### src/rtl/reset_watchdog_defs.vh
// Summary of operation
// - Any active reset returns every control register except the cause flags to its initial value.
// - Port hold asserts straight from raw reset sources, no clock needed.
// - Internal reset is stretched by a delay chosen by start-up and clock fuses.
// - Exactly four causes feed reset: power-on, pin, watchdog, brown-out.
// - Enabled reset pin held low long enough resets the device.
// - Reset pin rising starts the delay count before release.
// - Power-on detector asserts reset at once; release starts the delay count.
// - Enabled brown-out asserts reset at once; recovery waits the delay count.
// - Watchdog reset is a one-cycle pulse; the delay starts after it falls.
// - Watchdog counts ticks of a 128 kHz time base.
// - Watchdog counter clears on restart, when disabled, and on chip reset.
// - Ten watchdog periods are selectable by the timeout select bits.
// - Expiry without restart resets the device.
// - Watchdog may raise a wake-capable interrupt instead of a reset.
// - Safety fuse picks level 1 or level 2 protection.
// - Level 1 accepts setting the enable bit at any time.
// - Level 2 keeps the watchdog enabled and enable reads as one.
// - Level 2 period change needs the window; written enable value is ignored.
// - Reference enable is on only for brown-out enabled or bandgap select.
// - Change window enable clears itself four cycles after being set.
// - Enable and interrupt enable decode to stop, interrupt, reset, interrupt then reset.
// - Codes 0 to 9 give 2K doubling to 1024K cycles; others reserved.
// - Level 1 forces the enable bit while the watchdog reset flag is set.
`ifndef RESET_WATCHDOG_DEFS_VH
`define RESET_WATCHDOG_DEFS_VH

`define SYS_CLK_HZ        125000000
`define WDT_OSC_HZ        128000
`define DELAY_BASE_TICKS  16'h0040

`define OFF_CAUSE         8'h00
`define OFF_WDCTRL        8'h04
`define OFF_CMP           8'h08
`define OFF_RESTART       8'h0C

`define CAUSE_PORF        0
`define CAUSE_EXTRF       1
`define CAUSE_BORF        2
`define CAUSE_WATCHDOG_RESET_FLAG        3
`define CAUSE_POR_VALUE   4'h1

`define WD_FLAG           7
`define WD_IE             6
`define WD_P3             5
`define WD_CE             4
`define WD_EN             3

`define CMP_BANDGAP       6

`define CE_WINDOW         3'h4
`define WDT_BASE_CYCLES   21'h0_0800
`define WDP_MAX           4'h9
`define BOD_OFF_CODE      3'h7

`endif

### src/rtl/reset_and_watchdog_control.v
// Design decisions made here: the APB slave port and the register offsets.
`timescale 1ns/10ps
`include "reset_watchdog_defs.vh"

module reset_and_watchdog_control #(
  parameter        TICK_DIV         = `SYS_CLK_HZ / `WDT_OSC_HZ,
  parameter [15:0] DELAY_BASE_TICKS = `DELAY_BASE_TICKS
) (
  input  wire        clock,
  input  wire        rst,
  input  wire        psel,
  input  wire        penable,
  input  wire        pwrite,
  input  wire [7:0]  paddr,
  input  wire [31:0] pwdata,
  output reg  [31:0] prdata,
  output wire        pready,
  output wire        pslverr,
  input  wire        power_low,
  input  wire        ext_reset_n,
  input  wire        reset_pin_enable,
  input  wire        brownout_low,
  input  wire [2:0]  brownout_level_fuses,
  input  wire        safety_level_fuse,
  input  wire [1:0]  startup_time_fuses,
  input  wire [3:0]  clock_select_fuses,
  input  wire        irq_ack,
  output reg         internal_reset,
  output wire        port_hold,
  output wire        wdt_irq,
  output reg         ref_enable
);

  // Divider end point, cut to the counter width on purpose
  localparam integer TICK_LAST_I = TICK_DIV - 1;
  localparam [15:0]  TICK_LAST   = TICK_LAST_I[15:0];

  // Time base for the watchdog: one-cycle enable at the oscillator rate
  reg  [15:0] div_cnt;
  wire        tick = (div_cnt == TICK_LAST);

  always @(posedge clock) begin
    if (rst) begin
      div_cnt <= 16'h0000;
    end else if (tick) begin
      div_cnt <= 16'h0000;
    end else begin
      div_cnt <= div_cnt + 16'h0001;
    end
  end

  // Two-flop synchronisers for the detector and pin inputs
  reg [2:0] sync1;
  reg [2:0] sync2;

  always @(posedge clock) begin
    if (rst) begin
      sync1 <= 3'h0;
      sync2 <= 3'h0;
    end else begin
      sync1 <= {power_low, ~ext_reset_n, brownout_low};
      sync2 <= sync1;
    end
  end

  wire bod_enabled = (brownout_level_fuses != `BOD_OFF_CODE);
  wire por_src     = sync2[2];
  wire ext_src     = sync2[1] & reset_pin_enable;
  wire bod_src     = sync2[0] & bod_enabled;
  reg  wd_pulse;
  wire any_src     = por_src | ext_src | bod_src | wd_pulse;

  // Ports are released only by logic; the hold itself needs no clock edge
  assign port_hold = power_low | (~ext_reset_n & reset_pin_enable) |
                     (brownout_low & bod_enabled) | internal_reset;

  // Delay length from the start-up and clock select fuses
  wire [15:0] delay_load = (DELAY_BASE_TICKS << startup_time_fuses) +
                           {12'h000, clock_select_fuses};
  reg  [15:0] delay_cnt;

  // Internal reset: held while any source is active, then stretched
  always @(posedge clock) begin
    if (rst) begin
      internal_reset <= 1'b1;
      delay_cnt      <= DELAY_BASE_TICKS;
    end else if (any_src) begin
      internal_reset <= 1'b1;
      delay_cnt      <= delay_load;
    end else if (delay_cnt != 16'h0000) begin
      if (tick) begin
        delay_cnt <= delay_cnt - 16'h0001;
      end
    end else begin
      internal_reset <= 1'b0;
    end
  end

  // APB decode; writes land in the access phase only
  wire acc       = psel & penable;
  wire mapped    = (paddr == `OFF_CAUSE) | (paddr == `OFF_WDCTRL) |
                   (paddr == `OFF_CMP) | (paddr == `OFF_RESTART);
  wire wr        = acc & pwrite & mapped;
  wire wr_cause  = wr & (paddr == `OFF_CAUSE);
  wire wr_ctrl   = wr & (paddr == `OFF_WDCTRL) & ~internal_reset;
  wire wr_cmp    = wr & (paddr == `OFF_CMP) & ~internal_reset;
  wire wr_rstrt  = wr & (paddr == `OFF_RESTART);

  assign pready  = 1'b1;
  assign pslverr = acc & ~mapped;

  // Watchdog control state
  reg        wd_flag;
  reg        wd_ie;
  reg        wd_en;
  reg  [3:0] wd_p;
  reg  [2:0] ce_cnt;
  reg  [3:0] cause;
  reg        comparator_bandgap_select;
  reg [19:0] wd_cnt;

  wire level2  = safety_level_fuse;
  wire ce_open = (ce_cnt != 3'h0);
  wire wde_eff = level2 | wd_en | cause[`CAUSE_WATCHDOG_RESET_FLAG];
  wire running = wde_eff | wd_ie;

  // Reserved period codes are held at the longest period
  wire [3:0]  p_eff  = (wd_p > `WDP_MAX) ? `WDP_MAX : wd_p;
  wire [20:0] lim    = `WDT_BASE_CYCLES << p_eff;
  wire [19:0] lim_m1 = lim[19:0] - 20'h0_0001;

  wire timeout     = tick & running & ~internal_reset & (wd_cnt == lim_m1);
  wire timeout_irq = timeout & wd_ie;
  wire timeout_rst = timeout & ~wd_ie & wde_eff;

  // Watchdog counter
  always @(posedge clock) begin
    if (rst || internal_reset || !running || wr_rstrt) begin
      wd_cnt <= 20'h0_0000;
    end else if (tick) begin
      if (wd_cnt == lim_m1) begin
        wd_cnt <= 20'h0_0000;
      end else begin
        wd_cnt <= wd_cnt + 20'h0_0001;
      end
    end
  end

  // One-cycle reset pulse; delay counting begins once it drops
  always @(posedge clock) begin
    if (rst) begin
      wd_pulse <= 1'b0;
    end else begin
      wd_pulse <= timeout_rst;
    end
  end

  // Next values for the control register
  reg       next_flag;
  reg       next_ie;
  reg       next_en;
  reg [3:0] next_p;
  reg [2:0] next_ce;
  wire [3:0] wr_p  = {pwdata[`WD_P3], pwdata[2:0]};
  wire       w_ce  = pwdata[`WD_CE];
  wire       w_en  = pwdata[`WD_EN];

  always @* begin
    next_flag = wd_flag;
    next_ie   = wd_ie;
    next_en   = wd_en;
    next_p    = wd_p;
    next_ce   = ce_open ? ce_cnt - 3'h1 : 3'h0;
    if (wr_ctrl) begin
      next_ie = pwdata[`WD_IE];
      if (pwdata[`WD_FLAG]) begin
        next_flag = 1'b0;
      end
      if (w_ce && w_en) begin
        next_ce = `CE_WINDOW;
      end
      if (!level2) begin
        next_p = wr_p;
        if (w_en) begin
          next_en = 1'b1;
        end else if (ce_open && !w_ce) begin
          next_en = 1'b0;
        end
      end else if (ce_open && !w_ce) begin
        next_p = wr_p;
      end
    end
    if (irq_ack) begin
      next_flag = 1'b0;
    end
    if (timeout_irq) begin
      next_flag = 1'b1;
      if (wde_eff) begin
        next_ie = 1'b0; // Next expiry then resets
      end
    end
  end

  // Control register: back to initial values while reset is held
  always @(posedge clock) begin
    if (rst || internal_reset) begin
      wd_flag <= 1'b0;
      wd_ie   <= 1'b0;
      wd_en   <= 1'b0;
      wd_p    <= 4'h0;
      ce_cnt  <= 3'h0;
    end else begin
      wd_flag <= next_flag;
      wd_ie   <= next_ie;
      wd_en   <= next_en;
      wd_p    <= next_p;
      ce_cnt  <= next_ce;
    end
  end

  // Cause flags: power-on clears the rest; an event beats a software clear
  reg [3:0] next_cause;

  always @* begin
    next_cause = wr_cause ? (cause & pwdata[3:0]) : cause;
    if (ext_src) begin
      next_cause[`CAUSE_EXTRF] = 1'b1;
    end
    if (bod_src) begin
      next_cause[`CAUSE_BORF] = 1'b1;
    end
    if (wd_pulse) begin
      next_cause[`CAUSE_WATCHDOG_RESET_FLAG] = 1'b1;
    end
  end

  always @(posedge clock) begin
    if (rst) begin
      cause <= `CAUSE_POR_VALUE;
    end else if (por_src) begin
      cause <= `CAUSE_POR_VALUE;
    end else begin
      cause <= next_cause;
    end
  end

  // Comparator bandgap select and the reference enable
  always @(posedge clock) begin
    if (rst || internal_reset) begin
      comparator_bandgap_select       <= 1'b0;
      ref_enable <= bod_enabled & ~rst;
    end else begin
      if (wr_cmp) begin
        comparator_bandgap_select <= pwdata[`CMP_BANDGAP];
      end
      ref_enable <= bod_enabled | comparator_bandgap_select;
    end
  end

  assign wdt_irq = wd_flag;

  // Read data is captured in the setup phase so the access needs no wait
  always @(posedge clock) begin
    if (rst) begin
      prdata <= 32'h0000_0000;
    end else if (psel && !penable && !pwrite) begin
      prdata <= 32'h0000_0000;
      case (paddr)
        `OFF_CAUSE: begin
          prdata[3:0] <= cause;
        end
        `OFF_WDCTRL: begin
          prdata[7:0] <= {wd_flag, wd_ie, wd_p[3], ce_open, wde_eff, wd_p[2:0]};
        end
        `OFF_CMP: begin
          prdata[`CMP_BANDGAP] <= comparator_bandgap_select;
        end
        default: begin
          prdata <= 32'h0000_0000;
        end
      endcase
    end
  end

endmodule

### config.mk
export PLATFORM = sky130hd
export DESIGN_NAME = reset_and_watchdog_control
export DESIGN_NICKNAME = d
export VERILOG_FILES = /design/src/rtl/reset_and_watchdog_control.v
export VERILOG_INCLUDE_DIRS = /design/src /design/src/rtl
export SDC_FILE = /design/constraint.sdc
export NUM_CORES = 1
export LEC_CHECK = 0
export BUFFER_PORTS_ARGS = -buffer_cell sky130_fd_sc_hd__buf_2
export CAP_MARGIN = 30
export CELL_PAD_IN_SITES_DETAIL_PLACEMENT = 1
export CELL_PAD_IN_SITES_GLOBAL_PLACEMENT = 1
export CORE_MARGIN = 1
export CORE_UTILIZATION = 40
export DETAILED_ROUTE_END_ITERATION = 10
export PLACE_DENSITY = 0.84
export SYNTH_ARGS = -nofsm -noshare
export SYNTH_HDL_FRONTEND = slang
export SYNTH_SLANG_ARGS = --single-unit
### constraint.sdc
create_clock -name clock -period 3.57 [get_ports clock]
set_input_delay 0.8925 -clock clock [delete_from_list [all_inputs] [get_ports clock]]
set_output_delay 0.8925 -clock clock [all_outputs]
set_load 0.05 [all_outputs]
---- After elaboration in Yosys (flattened, before gate mapping) ----
Index checks and enable logic that the tools add are counted.
cells by class
  shift-type cells ........................ 2
  reduce and logical (&&, ||, !) cells .... 29
  divide/modulo/power cells ............... 0
  magnitude comparators ................... 1
  eq/ne operators ......................... 7
  bitwise logic cells ..................... 41
  add/sub/neg operators ................... 6
  muxes and demuxes ....................... 28
  $mul .................................... 0
operators by type and width
  kind                     count
  $mux W16                 3
  $and A1 B1 Y1            21
  $add A20 B1 Y20 const B  1
  $eq A20 B20 Y1           1
  $mux W20                 1
  $shl A12 B4 Y20 const A  1
  $sub A20 B1 Y20 const B  1
  $add A16 B1 Y16 const B  1
  $add A16 B4 Y16          1
  $eq A16 B10 Y1 const B   1
  $eq A8 B4 Y1 const B     2
  $mux W4                  4
  $reduce_bool A16 Y1      1
  $shl A7 B2 Y16 const A   1
  $sub A16 B1 Y16 const B  1
  $mux W1                  14
  $or A1 B1 Y1             13
  $reduce_bool A2 Y1       6
  $mux W3                  3
  $reduce_bool A3 Y1       3
  $eq A8 B3 Y1 const B     1
  $logic_not A8 Y1         1
  $pmux W4 S2              1
  $not A1 Y1               6
  13 further kinds         25
storage, ports and cells
  logic and storage cells ................. 133
  bits in writable memories ............... 0
  register bits after elaboration ......... 84
  output and inout bits ................... 38
  bits in latches ......................... 0
  memories ................................ 0
  input port bits ......................... 60
  ROM bits ................................ 0

---- Depth between registers and ports, before layout ----
Gate-level depths: netlist of run 1.
  word-level depth ........................ 10
  depth in mapped cells ................... 12
  mapped depth without buffers ............ 8

---- Worst setup path after synthesis of run 1 ----
Ideal clock, no wire load.
  path type ............................... input to output
  start ................................... input port paddr[1]
  end ..................................... output port pslverr
  data required time ...................... 2678 ps
  buffers on the path ..................... 0
  stages .................................. 3
  arrival time ............................ 1983 ps
  path slack .............................. 695 ps
  cells stage by stage .................... nor4_1 > nand2_1 > and3_1
between the ends
  word-level cells in the longest chain between the ends .. 6
  elaborated cells on any way between the ends .. 9
  those cells by class .................... eq/ne: 3; bitwise: 5; reduce/logical: 1
ends and longest elaborated chain
  item                                              line                              text
  start, declared                                   reset_and_watchdog_control.v:14   input wire [7:0] paddr,
  $eq A8 B3 Y1 or $logic_not A8 Y1 (tied branches)  n/a
  $or A1 B1 Y1 (2 in a row)                         reset_and_watchdog_control.v:101  wire mapped = (paddr == `OFF_CAUSE) | (paddr == `OFF_WDCTRL) |
  $or A1 B1 Y1 (*)                                  reset_and_watchdog_control.v:101
  $not A1 Y1 (*)                                    reset_and_watchdog_control.v:110  assign pslverr = acc & ~mapped;
  $and A1 B1 Y1 (*)                                 reset_and_watchdog_control.v:110
  end, declared                                     reset_and_watchdog_control.v:18   output wire pslverr,
Every way passes the cells marked *; elsewhere a longest branch is shown, timed or not.

---- Worst setup path in the final report of run 1 ----
  start ................................... register wd_p[3]
  end ..................................... register wd_pulse
between the ends
  word-level cells in the longest chain between the ends .. 8
ends and longest elaborated chain
  item                                  line                              text
  start, declared                       reset_and_watchdog_control.v:116  reg [3:0] wd_p;
  start signal, assigned                reset_and_watchdog_control.v:216  wd_p <= next_p;
  $gt A4 B4 Y1 (no source line)         n/a
  $mux W4 (*)                           reset_and_watchdog_control.v:128  wire [3:0] p_eff = (wd_p > `WDP_MAX) ? `WDP_MAX : wd_p;
  $shl A12 B4 Y20 (no source line) (*)  n/a
  $sub A20 B1 Y20 (*)                   reset_and_watchdog_control.v:130  wire [19:0] lim_m1 = lim[19:0] - 20'h0_0001;
  $eq A20 B20 Y1 (*)                    reset_and_watchdog_control.v:132  wire timeout = tick & running & ~internal_reset & (wd_cnt == lim_m1);
  $and A1 B1 Y1 (*)                     reset_and_watchdog_control.v:132
  $and A1 B1 Y1 (*) (2 in a row)        reset_and_watchdog_control.v:134  wire timeout_rst = timeout & ~wd_ie & wde_eff;
  end signal, assigned                  reset_and_watchdog_control.v:154  wd_pulse <= timeout_rst;
  end, declared                         reset_and_watchdog_control.v:70   reg wd_pulse;
Marked as above.
A chain may end at the register's enable or synchronous reset.

==> impl_metrics.json, run 1 <==
{
  "status": "finished clean",
  "synth_top_area_cell": "dfxtp_1",
  "synth.area.top_cells": "dfxtp_1 38%, xnor2_1 5.5%, buf_4 4.2%",
  "netlist_instances": 527,
  "grt.total_usage_pct": 20.5,
  "htree_levels": 3,
  "cts_buffer_depth": 2,
  "ys_async_sr_fraction_pct": 0,
  "clkLatencyLatePin_ps": 370,
  "setup_viol_count_final": 0,
  "switching_share_pct": 29.2,
  "critical_path.startpoint_type": "register",
  "die-height_um": 107,
  "grt_pass1_wl_um": 18900,
  "avgSynthCellArea_um2": 8.40,
  "fmax_mhz": 339,
  "design.core.area_um2": 10800,
  "setup_tns_ps": 0,
  "period_share_pct": 82.7,
  "final_nets": 632,
  "rsz0062_at_grt": "no",
  "dieArea_um2": 11500,
  "gp_congestion": 0.803,
  "via_count": 3973,
  "yosysMostFrequentCell": "dfxtp_1",
  "holdWs_ps": 449,
  "yosysTopAreaCellShare_pct": 38.0,
  "vias_per_cell": 5.59,
  "rrSetupSlack_ps": 620,
  "placed_area_um2": 4670,
  "drtPass1Iterations": 4,
  "grt_pass1_vias": 4000,
  "drt_iter0_markers": 132,
  "dp.cells": 695,
  "powerDensity_nw_per_um2": 366,
  "crit_required_ps": 3880,
  "cts_made_buffers": 9,
  "p_int_mw": 1.25,
  "ys_ff_latch": 84,
  "root_buffer": "clkbuf_8",
  "crit_fanout": 17,
  "ys.flop_type": "dfxtp_1",
  "antennaDiodeCount": 0,
  "yosysWarnings": 0,
  "boundaryPins": 98,
  "ys_seq_area_share_pct": 38.0,
  "utilization_pct": 44.8,
  "vdd_ir_drop_max_mv": 0.166,
  "slew_headroom_pct": 28.9,
  "drive_above_1_share_pct": 14.0,
  "hpwlAfterDp_um": 8250,
  "wirelength_um": 11200,
  "die_x_um": 107,
  "clk_pin_slew_ps": 100,
  "stdcell_count": 711,
  "fin_crit_ps": 2950,
  "total_power_mw": 1.77,
  "combPwrFrac_pct": 10.8,
  "rows": 38,
  "p_clk_share_pct": 34.7,
  "post-place-ws_ps": 692,
  "p_switching_uw": 517,
  "seqPwrFrac_pct": 54.6,
  "cp-end-kind": "register",
  "area_growth_pct": 9.21,
  "synth_edf_count": 0,
  "cts.repair.resized": 0,
  "routedWlPerCell_um": 15.8,
  "fin_worst_skew_ps": 21.8,
  "initial_core_util_pct": 41.0,
  "grt_max_degree": 25,
  "hold_buffers": 0,
  "grt_overflow_total": 0,
  "antenna_found_initial": 0,
  "tritoncts": "done",
  "hold_violations": 0,
  "cts_setup_buffers": 0,
  "drtAntennaViolNets": 0,
  "yosys.cell_types.count": 58,
  "drc": 0,
  "layout_setup_ws_ps": 617,
  "synth_common_cells": "84 x dfxtp_1, 47 x nor2_1, 34 x nand2_1",
  "design_area_um2": 4840,
  "power.leakage_nw": 1.72,
  "tightest_slew_ps": 1050,
  "clock-sinks": 84,
  "netlist_area_um2": 4430,
  "hp-class": "reg -> reg",
  "slew_viol_final": 0,
  "critPathKind": "reg -> reg",
  "port_buffers": 48,
  "arrival_ps": 3260,
  "drv_cap": 0
}
==> per-layer routing <==
metal,GRT usage (%),wire length [um],vias to the layer above,part of all wire [%]
met4,5.68,98,0,0.87
met2,37.5,5800,71,52
met3,3.53,316,11,2.8
met1,24.3,5030,1966,45
li1,-,-,1925,-
met5,0,0,-,0
==> worst paths after layout <==
kind | start | endpoint | depth (start not counted)
max | wd_p[3] | wd_pulse | 9
max reg2reg | wd_p[3] | wd_pulse | 9
min | sync1[2] | sync2[2] | 1
min reg2reg | sync1[2] | sync2[2] | 1
==> worst max-delay path, cell delays in order, from the launching register on <==
cell     delay [ps]
dfxtp_1         760
nor2_1          120
nand2_1         100
ha_1            340
xnor2_1         180
xnor2_1         120
or4_4           570
nor4_4          230
buf_4           280
and3_1          190
==> registers in the layout, summed over array words and instances (netlist names) <==
register                   flops
comparator_bandgap_select      1
wd_cnt                        20
sync1                          3
internal_reset                 1
cause                          4
wd_ie                          1
sync2                          3
wd_pulse                       1
delay_cnt                     16
wd_p                           4
ce_cnt                         3
div_cnt                       16
ref_enable                     1
prdata                         8
wd_en                          1
wdt_irq                        1
==> power groups by stage <==
stage / Sequential, mW / Combinational [mW] / Clock [mW]
CTS: 0.967 / 0.191 / 0.625
detailed placement: 0.989 / 0.190 / 0
finish: 0.967 / 0.191 / 0.614
global placement: 0.987 / 0.183 / 0
global route: 0.969 / 0.207 / 0.664
floorplan: 0.989 / 0.155 / 0
==> layout make-up <==
class                      instances  area [um^2]
clock buffer                      10          128
fill                            1335         5960
tap                              140          175
sequential                        84         1680
multi-input combinational        401         2470
inverter                          16         60.1
timing repair buffer              54          285
clock inverter                     6         38.8
==> cells by family (layout without fill, tap and decap cells) <==
family                     after synthesis  in the layout  synth area share [%]
AOI/OAI and AO/OA                       79             79                  11.4
xor gates and xnor gates                43             43                  8.51
adders and majority gates                6              6                  1.70
buffers and inverters                   65             86                  8.25
DFF                                     84             84                  38.0
muxes                                    9              9                  2.03
other                                    2             25                 0.170
and+or+nand+nor                        239            239                  30.0
==> placed cells by master (no fill, tap or decap), drive strengths merged, types with 20 or more instances in the layout <==
cell type   n
dfxtp      84
buf        54
nor2       47
nand2      34
nor3       31
xnor2      28
conb       25
a21oi      24
nand3      24
nor4       20
Power figures use the tool's default switching activity.
==> inputs of run 2 (changes only) <==
==> constraint.sdc (replaced) <==
create_clock -name clock -period 2.79 [get_ports clock]
set_input_delay 0.6975 -clock clock [delete_from_list [all_inputs] [get_ports clock]]
set_output_delay 0.6975 -clock clock [all_outputs]
set_load 0.05 [all_outputs]
==> impl_metrics.json, run 2 (synthesized netlist as in run 1, its figures left out) <==
{
  "nFillCells": 1331,
  "drt_iter0_markers": 86,
  "post-place-ws_ps": 300,
  "vdd_ir_drop_max_mv": 0.210,
  "fmax_mhz": 405,
  "mostFrequentLayoutCell": "dfxtp_1",
  "clock-sinks": 84,
  "rows": 38,
  "rrSetupSlack_ps": 320,
  "top_regs": "wd_cnt: 20 flops, delay_cnt: 16 flops, div_cnt: 16 flops",
  "routedWlPerCell_um": 15.9,
  "htree_levels": 3,
  "area_growth_pct": 11.4,
  "grt_pass1_wl_um": 19200,
  "critical_path.startpoint_type": "register",
  "final_cell_mix": "84 x dfxtp_1, 48 x buf_2, 47 x nor2_1",
  "slowest_stage": "a211oi_1",
  "crit_cells": 10,
  "clk_pin_slew_ps": 90,
  "wirelength_um": 11400,
  "initial_core_util_pct": 41.0,
  "port_buffers": 48,
  "fin_crit_ps": 2470,
  "vias_per_cell": 5.46,
  "cts_buffer_depth": 2,
  "boundaryPins": 98,
  "hp-class": "reg -> reg",
  "tritoncts": "done",
  "via_count": 3943,
  "die_x_um": 107,
  "antennaDiodeCount": 0,
  "grt_overflow_total": 0,
  "utilization_pct": 45.7,
  "routed-wl-met2_um": 5890,
  "crit_fanout": 15,
  "arrival_ps": 2750,
  "met3_length_um": 353,
  "largest_reg_flops": 20,
  "endpoint": "wd_cnt[5]",
  "critPathKind": "reg -> reg",
  "grt_max_degree": 24,
  "ff2ff_path_depth": 10,
  "path_buf_inv": 2,
  "setup_viol_count_final": 0,
  "power.leakage_nw": 1.78,
  "dieArea_um2": 11500,
  "met1Wirelength_um": 5020,
  "die-height_um": 107,
  "top_layer": "met4",
  "drtPass1Iterations": 4,
  "setup_tns_ps": 0,
  "grt.total_usage_pct": 21.2,
  "gp_congestion": 0.789,
  "drive_above_1_share_pct": 15.8,
  "powerDensity_nw_per_um2": 468,
  "cts_setup_buffers": 0,
  "worstReg2RegEnd": "wd_cnt[5]",
  "slew_viol_final": 0,
  "grt_pass1_vias": 4036,
  "period_share_pct": 88.4,
  "clkLatencyLatePin_ps": 380,
  "crit_top_cell": "buf_4",
  "r2r_start": "wd_p[3]",
  "design.core.area_um2": 10800,
  "layout_setup_ws_ps": 323,
  "fin_worst_skew_ps": 18.4,
  "slew_headroom_pct": 54.0,
  "crit_required_ps": 3070,
  "final_nets": 643,
  "antenna_found_initial": 0,
  "status": "finished clean",
  "root_buffer": "clkbuf_8",
  "drv_cap": 0,
  "cts_made_buffers": 9,
  "drtAntennaViolNets": 0,
  "regMostFlops": "wd_cnt",
  "cp_top_family": "simple AND/OR/NAND/NOR gates",
  "hpwlAfterDp_um": 8550,
  "cp-end-kind": "register",
  "rsz0062_at_grt": "no",
  "hold_violations": 0,
  "tightest_slew_ps": 690,
  "drc": 0,
  "cp-startpoint": "wd_p[3]",
  "crit_chain": "nor2_1 > nand2_1 > ha_1 > buf_4 > and2_1 > o2111a_1 > a211oi_1 > nor4_4 > buf_4 > nor3_1",
  "cp_slowest_stage_delay_ps": 440
}
## run 2: area by class of cell
| type | count | area, um^2 | area share (%) |
|---|---|---|---|
| Multi-Input combinational cell | 401 | 2470 | 50.2 |
| Inverter | 16 | 60.1 | 1.22 |
| Clock inverter | 6 | 45.0 | 0.913 |
| Sequential cell | 84 | 1680 | 34.1 |
| Clock buffer | 10 | 128 | 2.59 |
| Tap cell | 140 | 175 | 3.55 |
| Timing Repair Buffer | 65 | 368 | 7.46 |
## run 2: worst min path at each step
stage / from / endpoint / cells after the start
finish: ce_cnt[0] / ce_cnt[0] / 1
global route: sync1[2] / sync2[2] / 1
CTS: ce_cnt[0] / ce_cnt[0] / 1
detailed placement: ce_cnt[0] / ce_cnt[0] / 1
global placement: sync1[1] / sync2[1] / 1
floorplan: sync1[0] / sync2[0] / 1
## run 2: timing repair
action	CTS	global route
endpoints found under the hold margin	0	0
endpoints found under the setup margin	0	3
hold buffers	0	0
resized for setup	0	1
## run 2: metrics by stage
step / hold WS, ps / area (um^2) / power [mW] / std cells
global route: 464 / 4930 / 2.40 / 722
CTS: 455 / 4920 / 2.33 / 722
floorplan: 414 / 4510 / 1.46 / 550
detailed placement: 442 / 4750 / 1.52 / 706
finish: 452 / 4930 / 2.31 / 722
global placement: 421 / 4750 / 1.50 / 706
## run 2: power breakdown
group	total (mW)	internal, mW	switching (mW)	leakage, nW
clock network	0.819	0.332	0.487	0.0914
logic	0.253	0.0708	0.182	1.01
registers	1.24	1.22	0.0189	0.680
## run 2: routing by layer
layer,vias to the layer above,track usage [%]
li1,1934,-
met1,1924,24.5
met2,71,39.0
met3,14,3.04
met4,0,8.41
met5,-,0
